<file path="src/asf_defs.svh">
`ifndef ASF_DEFS_SVH
`define ASF_DEFS_SVH

// register indices; the byte address on the bus is four times the index
`define ASF_IDX_ARITH        8'h04
`define ASF_IDX_CPU_STATE    8'h06
`define ASF_ADDR_ARITH       (`ASF_IDX_ARITH << 2)
`define ASF_ADDR_CPU_STATE   (`ASF_IDX_CPU_STATE << 2)

// arith_flags_pointer_mode field positions
`define ASF_P1_MODE_HI       7
`define ASF_P1_MODE_LO       6
`define ASF_P0_MODE_HI       5
`define ASF_P0_MODE_LO       4
`define ASF_OVF_BIT          3
`define ASF_ZERO_BIT         2
`define ASF_NIB_BIT          1
`define ASF_CARRY_BIT        0

// cpu_state_control field positions
`define ASF_CPU_STACK_BIT    5
`define ASF_CPU_GDIS_BIT     4
`define ASF_CPU_WDT_BIT      3
`define ASF_CPU_SLEEP_BIT    2

// reset values
`define ASF_ARITH_RST        8'hF0
`define ASF_CPU_GDIS_RST     1'b1
`define ASF_BYTE_ZERO        8'h00
`define ASF_READ_PAD         24'h00_0000

// pointer mode codes; any code with the upper bit set holds the pointer
`define ASF_MODE_DEC         2'b00
`define ASF_MODE_INC         2'b01
`define ASF_PTR_STEP         8'h01

// width of the low-order digit whose carry feeds the nibble flag
`define ASF_NIB_W            4

`endif

</file>
<file path="src/asf_pkg.sv">
package asf_pkg;

  typedef enum logic [3:0] {
    ASF_OP_NONE,
    ASF_OP_ADD,
    ASF_OP_SUB,
    ASF_OP_INC,
    ASF_OP_DEC,
    ASF_OP_AND,
    ASF_OP_IOR,
    ASF_OP_XOR,
    ASF_OP_CLR,
    ASF_OP_MOV,
    ASF_OP_RRC,
    ASF_OP_RLC
  } asf_op_type;

  typedef struct packed {
    asf_op_type   op;
    logic [7:0]   a;
    logic [7:0]   b;
  } asf_alu_req_type;

  typedef struct packed {
    logic         ovf;
    logic         zero;
    logic         nib;
    logic         carry;
  } asf_flags_type;

  typedef enum logic {
    ASF_BUS_IDLE,
    ASF_BUS_ACK
  } asf_bus_state_type;

endpackage

</file>
<file path="src/asf_addsub.sv">
`timescale 1ns/10ps
`include "asf_defs.svh"

// add or subtract; subtraction adds the two's complement of b, so both
// carries read as "no borrow" when set
module asf_addsub #(
  parameter int WIDTH = 8
) (
  input  wire logic [WIDTH-1:0] a,
  input  wire logic [WIDTH-1:0] b,
  input  wire logic             sub,
  output logic      [WIDTH-1:0] sum,
  output logic                  nib_carry,
  output logic                  carry,
  output logic                  ovf
);

  logic [WIDTH-1:0]      b_eff;
  logic [WIDTH:0]        full;
  logic [`ASF_NIB_W:0]   low;

  // refused at elaboration: the digit carry needs bits above the digit
  if (WIDTH <= `ASF_NIB_W) begin
    $error("asf_addsub: WIDTH must exceed the digit width");
  end

  always_comb begin
    b_eff     = sub ? ~b : b;
    full      = {1'b0, a} + {1'b0, b_eff} + {{WIDTH{1'b0}}, sub};
    low       = {1'b0, a[`ASF_NIB_W-1:0]} + {1'b0, b_eff[`ASF_NIB_W-1:0]}
              + {{`ASF_NIB_W{1'b0}}, sub};
    sum       = full[WIDTH-1:0];
    carry     = full[WIDTH];
    nib_carry = low[`ASF_NIB_W];
    // sign flips although both operands carried the same sign
    ovf       = (a[WIDTH-1] == b_eff[WIDTH-1])
              && (full[WIDTH-1] != a[WIDTH-1]);
  end

endmodule

</file>
<file path="src/asf_status_top.sv">
// Register access over Avalon-MM was decided locally.
`timescale 1ns/10ps
`include "asf_defs.svh"

// Overview of operation
// - pointer one mode: 00 dec, 01 inc, 1x hold
// - pointer zero mode: 00 dec, 01 inc, 1x hold
// - overflow flag set on signed sign-bit overflow
// - zero flag follows zero result of arithmetic and logic ops, not mov or rotates
// - nibble flag is carry out of bit three
// - carry flag is carry out of msb
// - subtraction flags set means no borrow
// - subtract by adding two's complement operand
// - rotates load carry with shifted-out bit
// - cpu status holds global interrupt disable
// - hardware-owned status bits ignore software writes
// - stored status may differ from written value
// - pointer stepping never touches arithmetic flags
module asf_status_top #(
  parameter int DATA_W = 8,
  parameter int BUS_W  = 32
) (
  input  wire logic                       mclk,
  input  wire logic                       rst_n,
  input  wire logic [7:0]                 avs_address,
  input  wire logic                       avs_read,
  input  wire logic                       avs_write,
  input  wire logic [BUS_W-1:0]           avs_writedata,
  input  wire logic [BUS_W/8-1:0]         avs_byteenable,
  output logic      [BUS_W-1:0]           avs_readdata,
  output logic                            avs_waitrequest,
  input  wire logic                       alu_req_valid,
  input  wire asf_pkg::asf_alu_req_type   alu_req,
  output logic      [DATA_W-1:0]          alu_result,
  output logic                            alu_result_valid,
  output asf_pkg::asf_flags_type          alu_flags,
  input  wire logic                       ind_access,
  input  wire logic                       ind_ptr_sel,
  input  wire logic [DATA_W-1:0]          ind_ptr_value,
  output logic                            ptr_update_valid,
  output logic                            ptr_update_sel,
  output logic      [DATA_W-1:0]          ptr_update_value,
  input  wire logic                       watchdog_expired_n,
  input  wire logic                       sleep_entered_n,
  input  wire logic                       stack_space_flag,
  output logic                            global_irq_disable,
  output logic      [1:0]                 pointer_zero_mode_sel,
  output logic      [1:0]                 pointer_one_mode_sel
);

  if (DATA_W != 8 || BUS_W != 32) begin
    $error("asf_status_top: only 8-bit data on a 32-bit bus is served");
  end

  // bus slave: one wait state, answer on the second edge of a request
  asf_pkg::asf_bus_state_type   bus_state_q;
  asf_pkg::asf_bus_state_type   bus_state_d;
  logic                         wait_q;
  logic                         wait_d;
  logic [BUS_W-1:0]             rdata_q;
  logic [BUS_W-1:0]             rdata_d;
  logic                         wr_fire;
  logic                         wr_arith;
  logic                         wr_cpu;

  // register state
  logic [7:0]                   arith_q;
  logic [7:0]                   arith_d;
  logic                         gdis_q;
  logic                         gdis_d;
  logic                         wdt_n_q;
  logic                         sleep_n_q;
  logic                         stack_q;
  logic [7:0]                   cpu_read;

  // alu
  logic [DATA_W-1:0]            as_b;
  logic                         as_sub;
  logic [DATA_W-1:0]            as_sum;
  logic                         as_nib;
  logic                         as_carry;
  logic                         as_ovf;
  logic [DATA_W-1:0]            res;
  asf_pkg::asf_flags_type       flg_new;
  asf_pkg::asf_flags_type       flg_mask;
  logic [DATA_W-1:0]            res_q;
  logic [DATA_W-1:0]            res_d;
  logic                         res_vld_q;
  logic                         res_vld_d;

  // pointer stepping
  logic [1:0]                   ptr_mode;
  logic [DATA_W-1:0]            ptr_val_q;
  logic [DATA_W-1:0]            ptr_val_d;
  logic                         ptr_vld_q;
  logic                         ptr_vld_d;
  logic                         ptr_sel_q;
  logic                         ptr_sel_d;

  always_comb begin
    // hardware-owned bits are registered from device logic, never from writes
    cpu_read                     = `ASF_BYTE_ZERO;
    cpu_read[`ASF_CPU_STACK_BIT] = stack_q;
    cpu_read[`ASF_CPU_GDIS_BIT]  = gdis_q;
    cpu_read[`ASF_CPU_WDT_BIT]   = wdt_n_q;
    cpu_read[`ASF_CPU_SLEEP_BIT] = sleep_n_q;
  end

  always_comb begin
    bus_state_d = bus_state_q;
    wait_d      = wait_q;
    rdata_d     = rdata_q;
    unique case (bus_state_q)
      asf_pkg::ASF_BUS_IDLE: begin
        if (avs_read || avs_write) begin
          bus_state_d = asf_pkg::ASF_BUS_ACK;
          wait_d      = 1'b0;
          if (avs_address == `ASF_ADDR_ARITH) begin
            rdata_d = {`ASF_READ_PAD, arith_q};
          end else if (avs_address == `ASF_ADDR_CPU_STATE) begin
            rdata_d = {`ASF_READ_PAD, cpu_read};
          end else begin
            rdata_d = {`ASF_READ_PAD, `ASF_BYTE_ZERO};
          end
        end
      end
      asf_pkg::ASF_BUS_ACK: begin
        bus_state_d = asf_pkg::ASF_BUS_IDLE;
        wait_d      = 1'b1;
      end
    endcase
  end

  always_ff @(posedge mclk or negedge rst_n) begin
    if (!rst_n) begin
      bus_state_q <= asf_pkg::ASF_BUS_IDLE;
      wait_q      <= 1'b1;
      rdata_q     <= {`ASF_READ_PAD, `ASF_BYTE_ZERO};
    end else begin
      bus_state_q <= bus_state_d;
      wait_q      <= wait_d;
      rdata_q     <= rdata_d;
    end
  end

  // a write lands at the edge where waitrequest is seen low
  assign wr_fire  = (bus_state_q == asf_pkg::ASF_BUS_ACK) && avs_write
                  && avs_byteenable[0];
  assign wr_arith = wr_fire && (avs_address == `ASF_ADDR_ARITH);
  assign wr_cpu   = wr_fire && (avs_address == `ASF_ADDR_CPU_STATE);

  // cpu status: only the interrupt disable takes write data
  always_comb begin
    gdis_d = gdis_q;
    if (wr_cpu) begin
      gdis_d = avs_writedata[`ASF_CPU_GDIS_BIT];
    end
  end

  always_ff @(posedge mclk or negedge rst_n) begin
    if (!rst_n) begin
      gdis_q    <= `ASF_CPU_GDIS_RST;
      wdt_n_q   <= 1'b1;
      sleep_n_q <= 1'b1;
      stack_q   <= 1'b1;
    end else begin
      gdis_q    <= gdis_d;
      // writes cannot reach these, so a read-back may differ from the
      // value written
      wdt_n_q   <= watchdog_expired_n;
      sleep_n_q <= sleep_entered_n;
      stack_q   <= stack_space_flag;
    end
  end

  // subtraction and decrement go through the adder as two's complement
  always_comb begin
    as_sub = 1'b0;
    as_b   = alu_req.b;
    unique case (alu_req.op)
      asf_pkg::ASF_OP_SUB: begin
        as_sub = 1'b1;
      end
      asf_pkg::ASF_OP_INC: begin
        as_b = `ASF_PTR_STEP;
      end
      asf_pkg::ASF_OP_DEC: begin
        as_sub = 1'b1;
        as_b   = `ASF_PTR_STEP;
      end
      default: begin
        as_b = alu_req.b;
      end
    endcase
  end

  asf_addsub #(
    .WIDTH     (DATA_W)
  ) u_addsub (
    .a         (alu_req.a),
    .b         (as_b),
    .sub       (as_sub),
    .sum       (as_sum),
    .nib_carry (as_nib),
    .carry     (as_carry),
    .ovf       (as_ovf)
  );

  always_comb begin
    res      = as_sum;
    flg_new  = '{ovf: as_ovf, zero: 1'b0, nib: as_nib, carry: as_carry};
    flg_mask = '{ovf: 1'b0, zero: 1'b0, nib: 1'b0, carry: 1'b0};
    unique case (alu_req.op)
      asf_pkg::ASF_OP_ADD, asf_pkg::ASF_OP_SUB,
      asf_pkg::ASF_OP_INC, asf_pkg::ASF_OP_DEC: begin
        // carries read inverted as borrow after subtraction
        flg_mask = '{ovf: 1'b1, zero: 1'b1, nib: 1'b1, carry: 1'b1};
      end
      asf_pkg::ASF_OP_AND: begin
        res           = alu_req.a & alu_req.b;
        flg_mask.zero = 1'b1;
      end
      asf_pkg::ASF_OP_IOR: begin
        res           = alu_req.a | alu_req.b;
        flg_mask.zero = 1'b1;
      end
      asf_pkg::ASF_OP_XOR: begin
        res           = alu_req.a ^ alu_req.b;
        flg_mask.zero = 1'b1;
      end
      asf_pkg::ASF_OP_CLR: begin
        res           = {DATA_W{1'b0}};
        flg_mask.zero = 1'b1;
      end
      asf_pkg::ASF_OP_MOV: begin
        res = alu_req.a;
      end
      asf_pkg::ASF_OP_RRC: begin
        res            = {arith_q[`ASF_CARRY_BIT], alu_req.a[DATA_W-1:1]};
        flg_new.carry  = alu_req.a[0];
        flg_mask.carry = 1'b1;
      end
      asf_pkg::ASF_OP_RLC: begin
        res            = {alu_req.a[DATA_W-2:0], arith_q[`ASF_CARRY_BIT]};
        flg_new.carry  = alu_req.a[DATA_W-1];
        flg_mask.carry = 1'b1;
      end
      default: begin
        res = alu_req.a;
      end
    endcase
    flg_new.zero = (res == {DATA_W{1'b0}});
  end

  always_comb begin
    arith_d   = arith_q;
    res_d     = res_q;
    res_vld_d = alu_req_valid;
    if (wr_arith) begin
      arith_d = avs_writedata[7:0];
    end
    // the operation overrides a same-cycle software write of the flags it updates
    if (alu_req_valid) begin
      res_d = res;
      if (flg_mask.ovf) begin
        arith_d[`ASF_OVF_BIT] = flg_new.ovf;
      end
      if (flg_mask.zero) begin
        arith_d[`ASF_ZERO_BIT] = flg_new.zero;
      end
      if (flg_mask.nib) begin
        arith_d[`ASF_NIB_BIT] = flg_new.nib;
      end
      if (flg_mask.carry) begin
        arith_d[`ASF_CARRY_BIT] = flg_new.carry;
      end
    end
  end

  always_ff @(posedge mclk or negedge rst_n) begin
    if (!rst_n) begin
      arith_q   <= `ASF_ARITH_RST;
      res_q     <= {DATA_W{1'b0}};
      res_vld_q <= 1'b0;
    end else begin
      arith_q   <= arith_d;
      res_q     <= res_d;
      res_vld_q <= res_vld_d;
    end
  end

  // pointer step; this path has no route into the flag register
  always_comb begin
    ptr_mode  = ind_ptr_sel
              ? arith_q[`ASF_P1_MODE_HI:`ASF_P1_MODE_LO]
              : arith_q[`ASF_P0_MODE_HI:`ASF_P0_MODE_LO];
    ptr_vld_d = ind_access;
    ptr_sel_d = ptr_sel_q;
    ptr_val_d = ptr_val_q;
    if (ind_access) begin
      ptr_sel_d = ind_ptr_sel;
      if (ptr_mode == `ASF_MODE_DEC) begin
        ptr_val_d = ind_ptr_value - `ASF_PTR_STEP;
      end else if (ptr_mode == `ASF_MODE_INC) begin
        ptr_val_d = ind_ptr_value + `ASF_PTR_STEP;
      end else begin
        ptr_val_d = ind_ptr_value;
      end
    end
  end

  always_ff @(posedge mclk or negedge rst_n) begin
    if (!rst_n) begin
      ptr_val_q <= {DATA_W{1'b0}};
      ptr_vld_q <= 1'b0;
      ptr_sel_q <= 1'b0;
    end else begin
      ptr_val_q <= ptr_val_d;
      ptr_vld_q <= ptr_vld_d;
      ptr_sel_q <= ptr_sel_d;
    end
  end

  assign avs_readdata          = rdata_q;
  assign avs_waitrequest       = wait_q;
  assign alu_result            = res_q;
  assign alu_result_valid      = res_vld_q;
  assign alu_flags.ovf         = arith_q[`ASF_OVF_BIT];
  assign alu_flags.zero        = arith_q[`ASF_ZERO_BIT];
  assign alu_flags.nib         = arith_q[`ASF_NIB_BIT];
  assign alu_flags.carry       = arith_q[`ASF_CARRY_BIT];
  assign ptr_update_valid      = ptr_vld_q;
  assign ptr_update_sel        = ptr_sel_q;
  assign ptr_update_value      = ptr_val_q;
  assign global_irq_disable    = gdis_q;
  assign pointer_zero_mode_sel = arith_q[`ASF_P0_MODE_HI:`ASF_P0_MODE_LO];
  assign pointer_one_mode_sel  = arith_q[`ASF_P1_MODE_HI:`ASF_P1_MODE_LO];

endmodule

</file>
<file path="config.mk">
export PLATFORM = sky130hd
export DESIGN_NAME = asf_status_top
export DESIGN_NICKNAME = d
export VERILOG_FILES = /design/src/asf_pkg.sv /design/src/asf_addsub.sv /design/src/asf_status_top.sv
export VERILOG_INCLUDE_DIRS = /design/src /design/src/src
export SDC_FILE = /design/constraint.sdc
export NUM_CORES = 1
export LEC_CHECK = 0
export BUFFER_PORTS_ARGS = -buffer_cell sky130_fd_sc_hd__buf_2
export CAP_MARGIN = 25
export CORE_MARGIN = 5
export CORE_UTILIZATION = 54
export CTS_CLUSTER_SIZE = 25
export DETAILED_ROUTE_END_ITERATION = 8
export PLACE_DENSITY_LB_ADDON = 0.3
export RECOVER_POWER = 50
export SYNTH_ARGS = -nofsm -noshare
export SYNTH_HDL_FRONTEND = slang
export SYNTH_SLANG_ARGS = --single-unit
export TNS_END_PERCENT = 10
</file>
<file path="constraint.sdc">
create_clock -name mclk -period 5.3 [get_ports mclk]
set_input_delay 0.795 -clock mclk [delete_from_list [all_inputs] [get_ports mclk]]
set_output_delay 0.795 -clock mclk [all_outputs]
set_load 0.005 [all_outputs]
</file>
== Word-level counts from Yosys, hierarchy flattened ==
Cells that the tools add are included.
Storage, ports and cells
  bits in registers: 65
  bits in latches: 0
  memory bits (writable): 0
  ROM bits: 0
  input port bits: 82
  output and inout bits: 61
  logic and storage cells: 78
  memories kept: 0
Cells by class
  add/sub/neg operators: 6
  multiply operators: 0
  div/mod/pow operators: 0
  magnitude comparators: 0
  equal/unequal tests: 16
  shift-type cells: 0
  muxes and demuxes: 23
  bitwise operators: 5
  reductions and logical operators: 14
Operators with widths (count)
  $pmux 8 s7: 1
  $mux 8: 5
  $eq 4x3->1 const B: 4
  $eq 8x5->1 const B: 2
  $eq 4x4->1 const B: 3
  $mux 1: 10
  $add 8x8->9: 1
  $add 9x1->9: 1
  $add 8x1->8 const B: 1
  $and 8x8->8: 1
  $eq 4x2->1 const B: 2
  $logic_not 8->1: 1
  $mux 4: 2
  $not 8->8: 1
  $or 8x8->8: 1
  $reduce_or 8->1: 1
  $sub 8x1->8 const B: 1
  $xor 8x8->8: 1
  $mux 6: 1
  $pmux 1 s2: 3
  $reduce_or 6->1: 1
  $add 4x4->5: 1
  $add 5x1->5: 1
  $logic_and 1x1->1: 5
  12 further kinds: 13

== Longest topological paths before layout ==
  depth after elaboration: 11
  mapped depth: 15
  gate-level depth less buffers: 12

== By module ==
From an unflattened synthesis, not the netlist that was laid out.
Second synthesis, totals
  cell total of the unflattened synthesis: 383
  area total of the unflattened synthesis: 3482.1 um^2
By module, submodules not included
  asf_status_top: times used 1, cells an instance 327, area each 3012.9 um^2, sequential area each 1037.2 um^2
  asf_addsub: times used 1, cells an instance 56, area each 469.2 um^2, sequential area each 0.0 um^2

== Least setup slack after synthesis ==
OpenSTA, ideal clock, no wires.
  kind: input-to-reg
  start: in alu_req[17] (netlist bit)
  end: reg arith_q[2]
  library setup time: 92 ps
  data arrival time: 3930 ps
  slack: 1278 ps
  stages on the path: 15
  buffers on the path: 3
  cells stage by stage: buf_6 -> buf_2 -> inv_1 -> clkbuf_1 -> a211oi_1 -> o22a_1 -> inv_1 -> fa_1 -> nor2b_1 -> o22ai_2 -> xnor2_1 -> a2111o_1 -> a211oi_2 -> nand4_1 -> o31ai_2
On the way
  cells in the longest elaborated chain, start to end: 11
RTL lines
  start: declaration: RTL line asf_status_top.sv:33  | input wire asf_pkg::asf_alu_req_type alu_req,
  $eq 4x3->1 / $eq 4x2->1 (equally long branches): RTL line asf_status_top.sv:180, asf_status_top.sv:213
  $reduce_or 2->1 (no source line)
  $mux 8: RTL line asf_status_top.sv:180  | unique case (alu_req.op)
  $not 8->8: RTL line asf_addsub.sv:28  | b_eff = sub ? ~b : b;
  $mux 8: RTL line asf_addsub.sv:28
  $add 8x8->9: RTL line asf_addsub.sv:29  | full = {1'b0, a} + {1'b0, b_eff} + {{WIDTH{1'b0}}, sub};
  $add 9x1->9: RTL line asf_addsub.sv:29
  $pmux 8 s7: RTL line asf_status_top.sv:213  | unique case (alu_req.op)
  $logic_not 8->1: RTL line asf_status_top.sv:252  | flg_new.zero = (res == {DATA_W{1'b0}});
  $mux 1 *: RTL line asf_status_top.sv:268  | if (flg_mask.zero) begin
  $mux 4 *: RTL line asf_status_top.sv:263  | if (alu_req_valid) begin
  via arith_d[2]: RTL line asf_status_top.sv:68  | logic [7:0] arith_d;
  end signal: assignment: RTL line asf_status_top.sv:282  | arith_q <= `ASF_ARITH_RST;
  end signal: assignment: RTL line asf_status_top.sv:286  | arith_q <= arith_d;
  end: declaration: RTL line asf_status_top.sv:67  | logic [7:0] arith_q;
Mark *: on every way through the listed nets, which the timed path passes. The rest lies on a longest branch.
A chain may end at the register's enable or synchronous reset.

== Final worst setup path ==
  start: in alu_req[19] (netlist bit)
  end: reg arith_q[2]
Same word-level chain as after synthesis.

==> results.py <==
metrics = {
    "setup_path": {
        "critPathMaxFanout": 29,
        "required_ns": 5.52,
        "cp.arrival_ns": 4.10,
        "startpoint_type": "input pin",
        "end_kind": "flip-flop",
        "worstSetupPathType": "input pin to flip-flop",
    },
    "place": {
        "gp_congestion": 0.969,
        "pre_cts_slack_ns": 1.16,
        "dp_hpwl_um": 7230,
        "io_buffers": 91,
    },
    "global_routing": {
        "globalRouteOverflowTotal": 0,
        "grt_max_degree": 42,
        "grt_usage": 0.219,
        "grt_pass1_wl_um": 15300,
        "grt_pass1_vias": 3183,
        "antenna_found_initial": 0,
    },
    "synthesis": {
        "ys_seq_elements": 41,
        "synth-edff-count": 0,
        "synth_flop_cell": "dfrtp_1",
        "syn_area_um2": 3610,
        "synthAdderAreaFrac": 0.0991,
        "synthCells": 402,
        "synthSimpleGateAreaFrac": 0.144,
        "netlist_top_cells_area": "dfrtp_1, ha_1, dfstp_2",
        "ys_warn_count": 0,
        "synth.distinct_cells": 76,
        "yosysSeqAreaShare": 0.287,
        "synth.largest_area_cell": "dfrtp_1",
        "synth_xor_area_frac": 0.0315,
        "synth_top_family_by_area": "compound AO/OA/AOI/OAI gates",
        "async_flop_share": 1.00,
        "synthMuxAreaShare": 0.107,
        "avgSynthCellArea_um2": 8.98,
        "yosys.area.top_type_share": 0.222,
        "synth_compound_area_frac": 0.219,
    },
    "clock_network": {
        "cts_buffers": 5,
        "clkSlewWorstSetupHoldPaths_ns": 0.09,
        "postCtsResizedCells": 0,
        "cts_hold_buf": 0,
        "ctsHtreeMaxLevel": 2,
        "postCtsSetupBuffers": 0,
        "root_buffer": "clkbuf_8",
        "cts_tree": "done",
        "cts_max_path_buffers": 2,
        "clock_sinks": 41,
        "clk_latency_ns": 0.30,
    },
    "floorplanning": {
        "die_w_um": 91.8,
        "chipHeight_um": 91.8,
        "fp-row-count": 29,
        "die-area_um2": 8420,
        "start_util": 0.562,
        "core_um2": 6420,
        "ios": 143,
    },
    "sta": {
        "timing.setup.tns_ns": 0,
        "drv_slew": 42,
        "setup_ws_ns": 1.41,
        "timing.final.crit_share": 0.733,
        "setup_viol": 0,
        "tightest_slew_ns": 2.09,
        "fmaxAchievable_ghz": 0.257,
        "rsz0062_at_grt": "no",
        "finClkSkew_ns": 0.0138,
        "slew_headroom": -0.391,
        "whs_ns": 0.490,
        "hold_viol_final": 0,
        "fin_crit_ns": 3.89,
    },
    "run_status": {
        "run_status": "finished with violations",
        "violations": "capacitance limit, slew limit",
    },
    "layout": {
        "final_nets": 591,
        "fillerInstances": 560,
        "antenna_cells": 0,
        "area_delta_synth_final_pct": 13.7,
        "layout-drive-gt1-share": 0.270,
    },
    "routing": {
        "detail-route-antenna-nets": 0,
        "first_pass_iters": 4,
        "drt_wl_total_um": 9510,
        "drc": 0,
        "drt_iter0_markers": 283,
        "vias": 3282,
        "vias_per_cell": 5.87,
        "wl_per_cell_um": 17.0,
    },
    "run": {
        "max_cap_violations": 1,
    },
    "hold_path": {
        "hold_class": "flip-flop to flip-flop",
    },
    "power": {
        "power.leakage_nw": 2.03,
        "ir_worst_vdd_mv": 0.124,
        "pwr_density_cell_nw_per_um2": 233,
    },
}
[worst max-delay path, cell delays in order]
cell,delay (ns)
buf_2,0.27
nor2_1,0.73
mux2i_1,0.17
o22a_1,0.23
ha_1,0.32
nor2b_1,0.25
o22ai_2,0.15
xnor2_1,0.15
a2111o_1,0.47
a211oi_2,0.24
nand4_1,0.13
o31ai_2,0.19
[cell type report]
cell class | count | area [µm²] | share of cell area
well taps | 77 | 96.3 | 0.0235
repair buffers | 94 | 464 | 0.113
inverters | 29 | 109 | 0.0265
multi-input cells | 310 | 2260 | 0.551
flip-flops and latches | 41 | 1040 | 0.253
clock buffers | 5 | 68.8 | 0.0168
clock inverters | 3 | 68.8 | 0.0168
[placed cells by master, fill, tap and decap left out, types with 9 or more instances in the layout]
cell type,n
buf_2,80
nand2_1,29
clkbuf_1,11
nor2_1,21
nor3_1,10
mux2_2,16
mux2i_1,17
o21ai_0,13
dfrtp_1,32
conb_1,24
ha_1,27
a21oi_1,25
dfstp_2,9
inv_1,28
[cell families (layout without fill, tap and decap cells)]
family | count (synthesis) | count (layout)
compound gates | 108 | 108
simple gates | 101 | 101
buf+inv | 74 | 131
flops | 41 | 41
mux | 36 | 36
fa+ha+maj | 28 | 28
xor+xnor | 13 | 13
other cells | 1 | 24
[synth_stat cells, drive strengths merged, types with 2 or more instances]
library cell  number
buf               35
dfrtp             32
inv               29
nand2             29
ha                27
a21oi             25
nor2              21
mux2              19
mux2i             17
o21ai             16
nor3              11
clkbuf            10
dfstp              9
o31ai              8
xnor2              8
o22a               7
a22o               6
nand4              6
nand3              5
nor2b              5
xor2               5
a221oi             4
o221ai             4
o22ai              4
a211oi             3
a21o               3
a2bb2oi            3
a31oi              3
and3               3
nand2b             3
a2111o             2
a22oi              2
and2               2
nor3b              2
nor4               2
nor4b              2
o211ai             2
o21bai             2
o31a               2
or2                2
or3                2
or3b               2
[registers in the layout, indices dropped and copies added, names as in the netlist, 8 cells and up]
register	flops
alu_result	8
arith_q	8
avs_readdata	8
ptr_update_value	8
[power breakdown]
part | internal (mW) | total [mW] | switching [mW] | leakage, nW
combinational | 0.125 | 0.288 | 0.163 | 1.47
sequential | 0.344 | 0.361 | 0.0174 | 0.492
clock | 0.190 | 0.305 | 0.115 | 0.0687
[worst paths after layout]
path                            slack (ns)  cells after the start                   to       startpoint
worst min-delay path                  0.49                      2      avs_readdata[5]  avs_readdata[5]
worst max register to register        3.20                      6  ptr_update_value[7]       arith_q[7]
worst min register to register        0.49                      2      avs_readdata[5]  avs_readdata[5]
worst max-delay path                  1.41                     12           arith_q[2]      alu_req[19]
max in group asynchronous             3.01                      1      avs_readdata[3]            rst_n
min in group asynchronous             1.08                      1  ptr_update_value[3]            rst_n
[routing by layer]
metal	track usage	wire length, µm	vias to the layer above
met3	0.0360	696	23
met4	0.0879	246	0
met1	0.289	4080	1541
met2	0.360	4490	146
met5	0	0	-
li1	-	-	1572
[through the flow]
step                cell area, µm²   util  power [mW]  instances
floorplan                     3700      -       0.560        425
global placement              3980  0.620       0.646        551
detailed placement            3980  0.620       0.654        551
CTS                           4120  0.641       0.959        559
global route                  4100  0.639        1.01        559
finish                        4100  0.639       0.954        559
(Power assumes the default switching activity.)
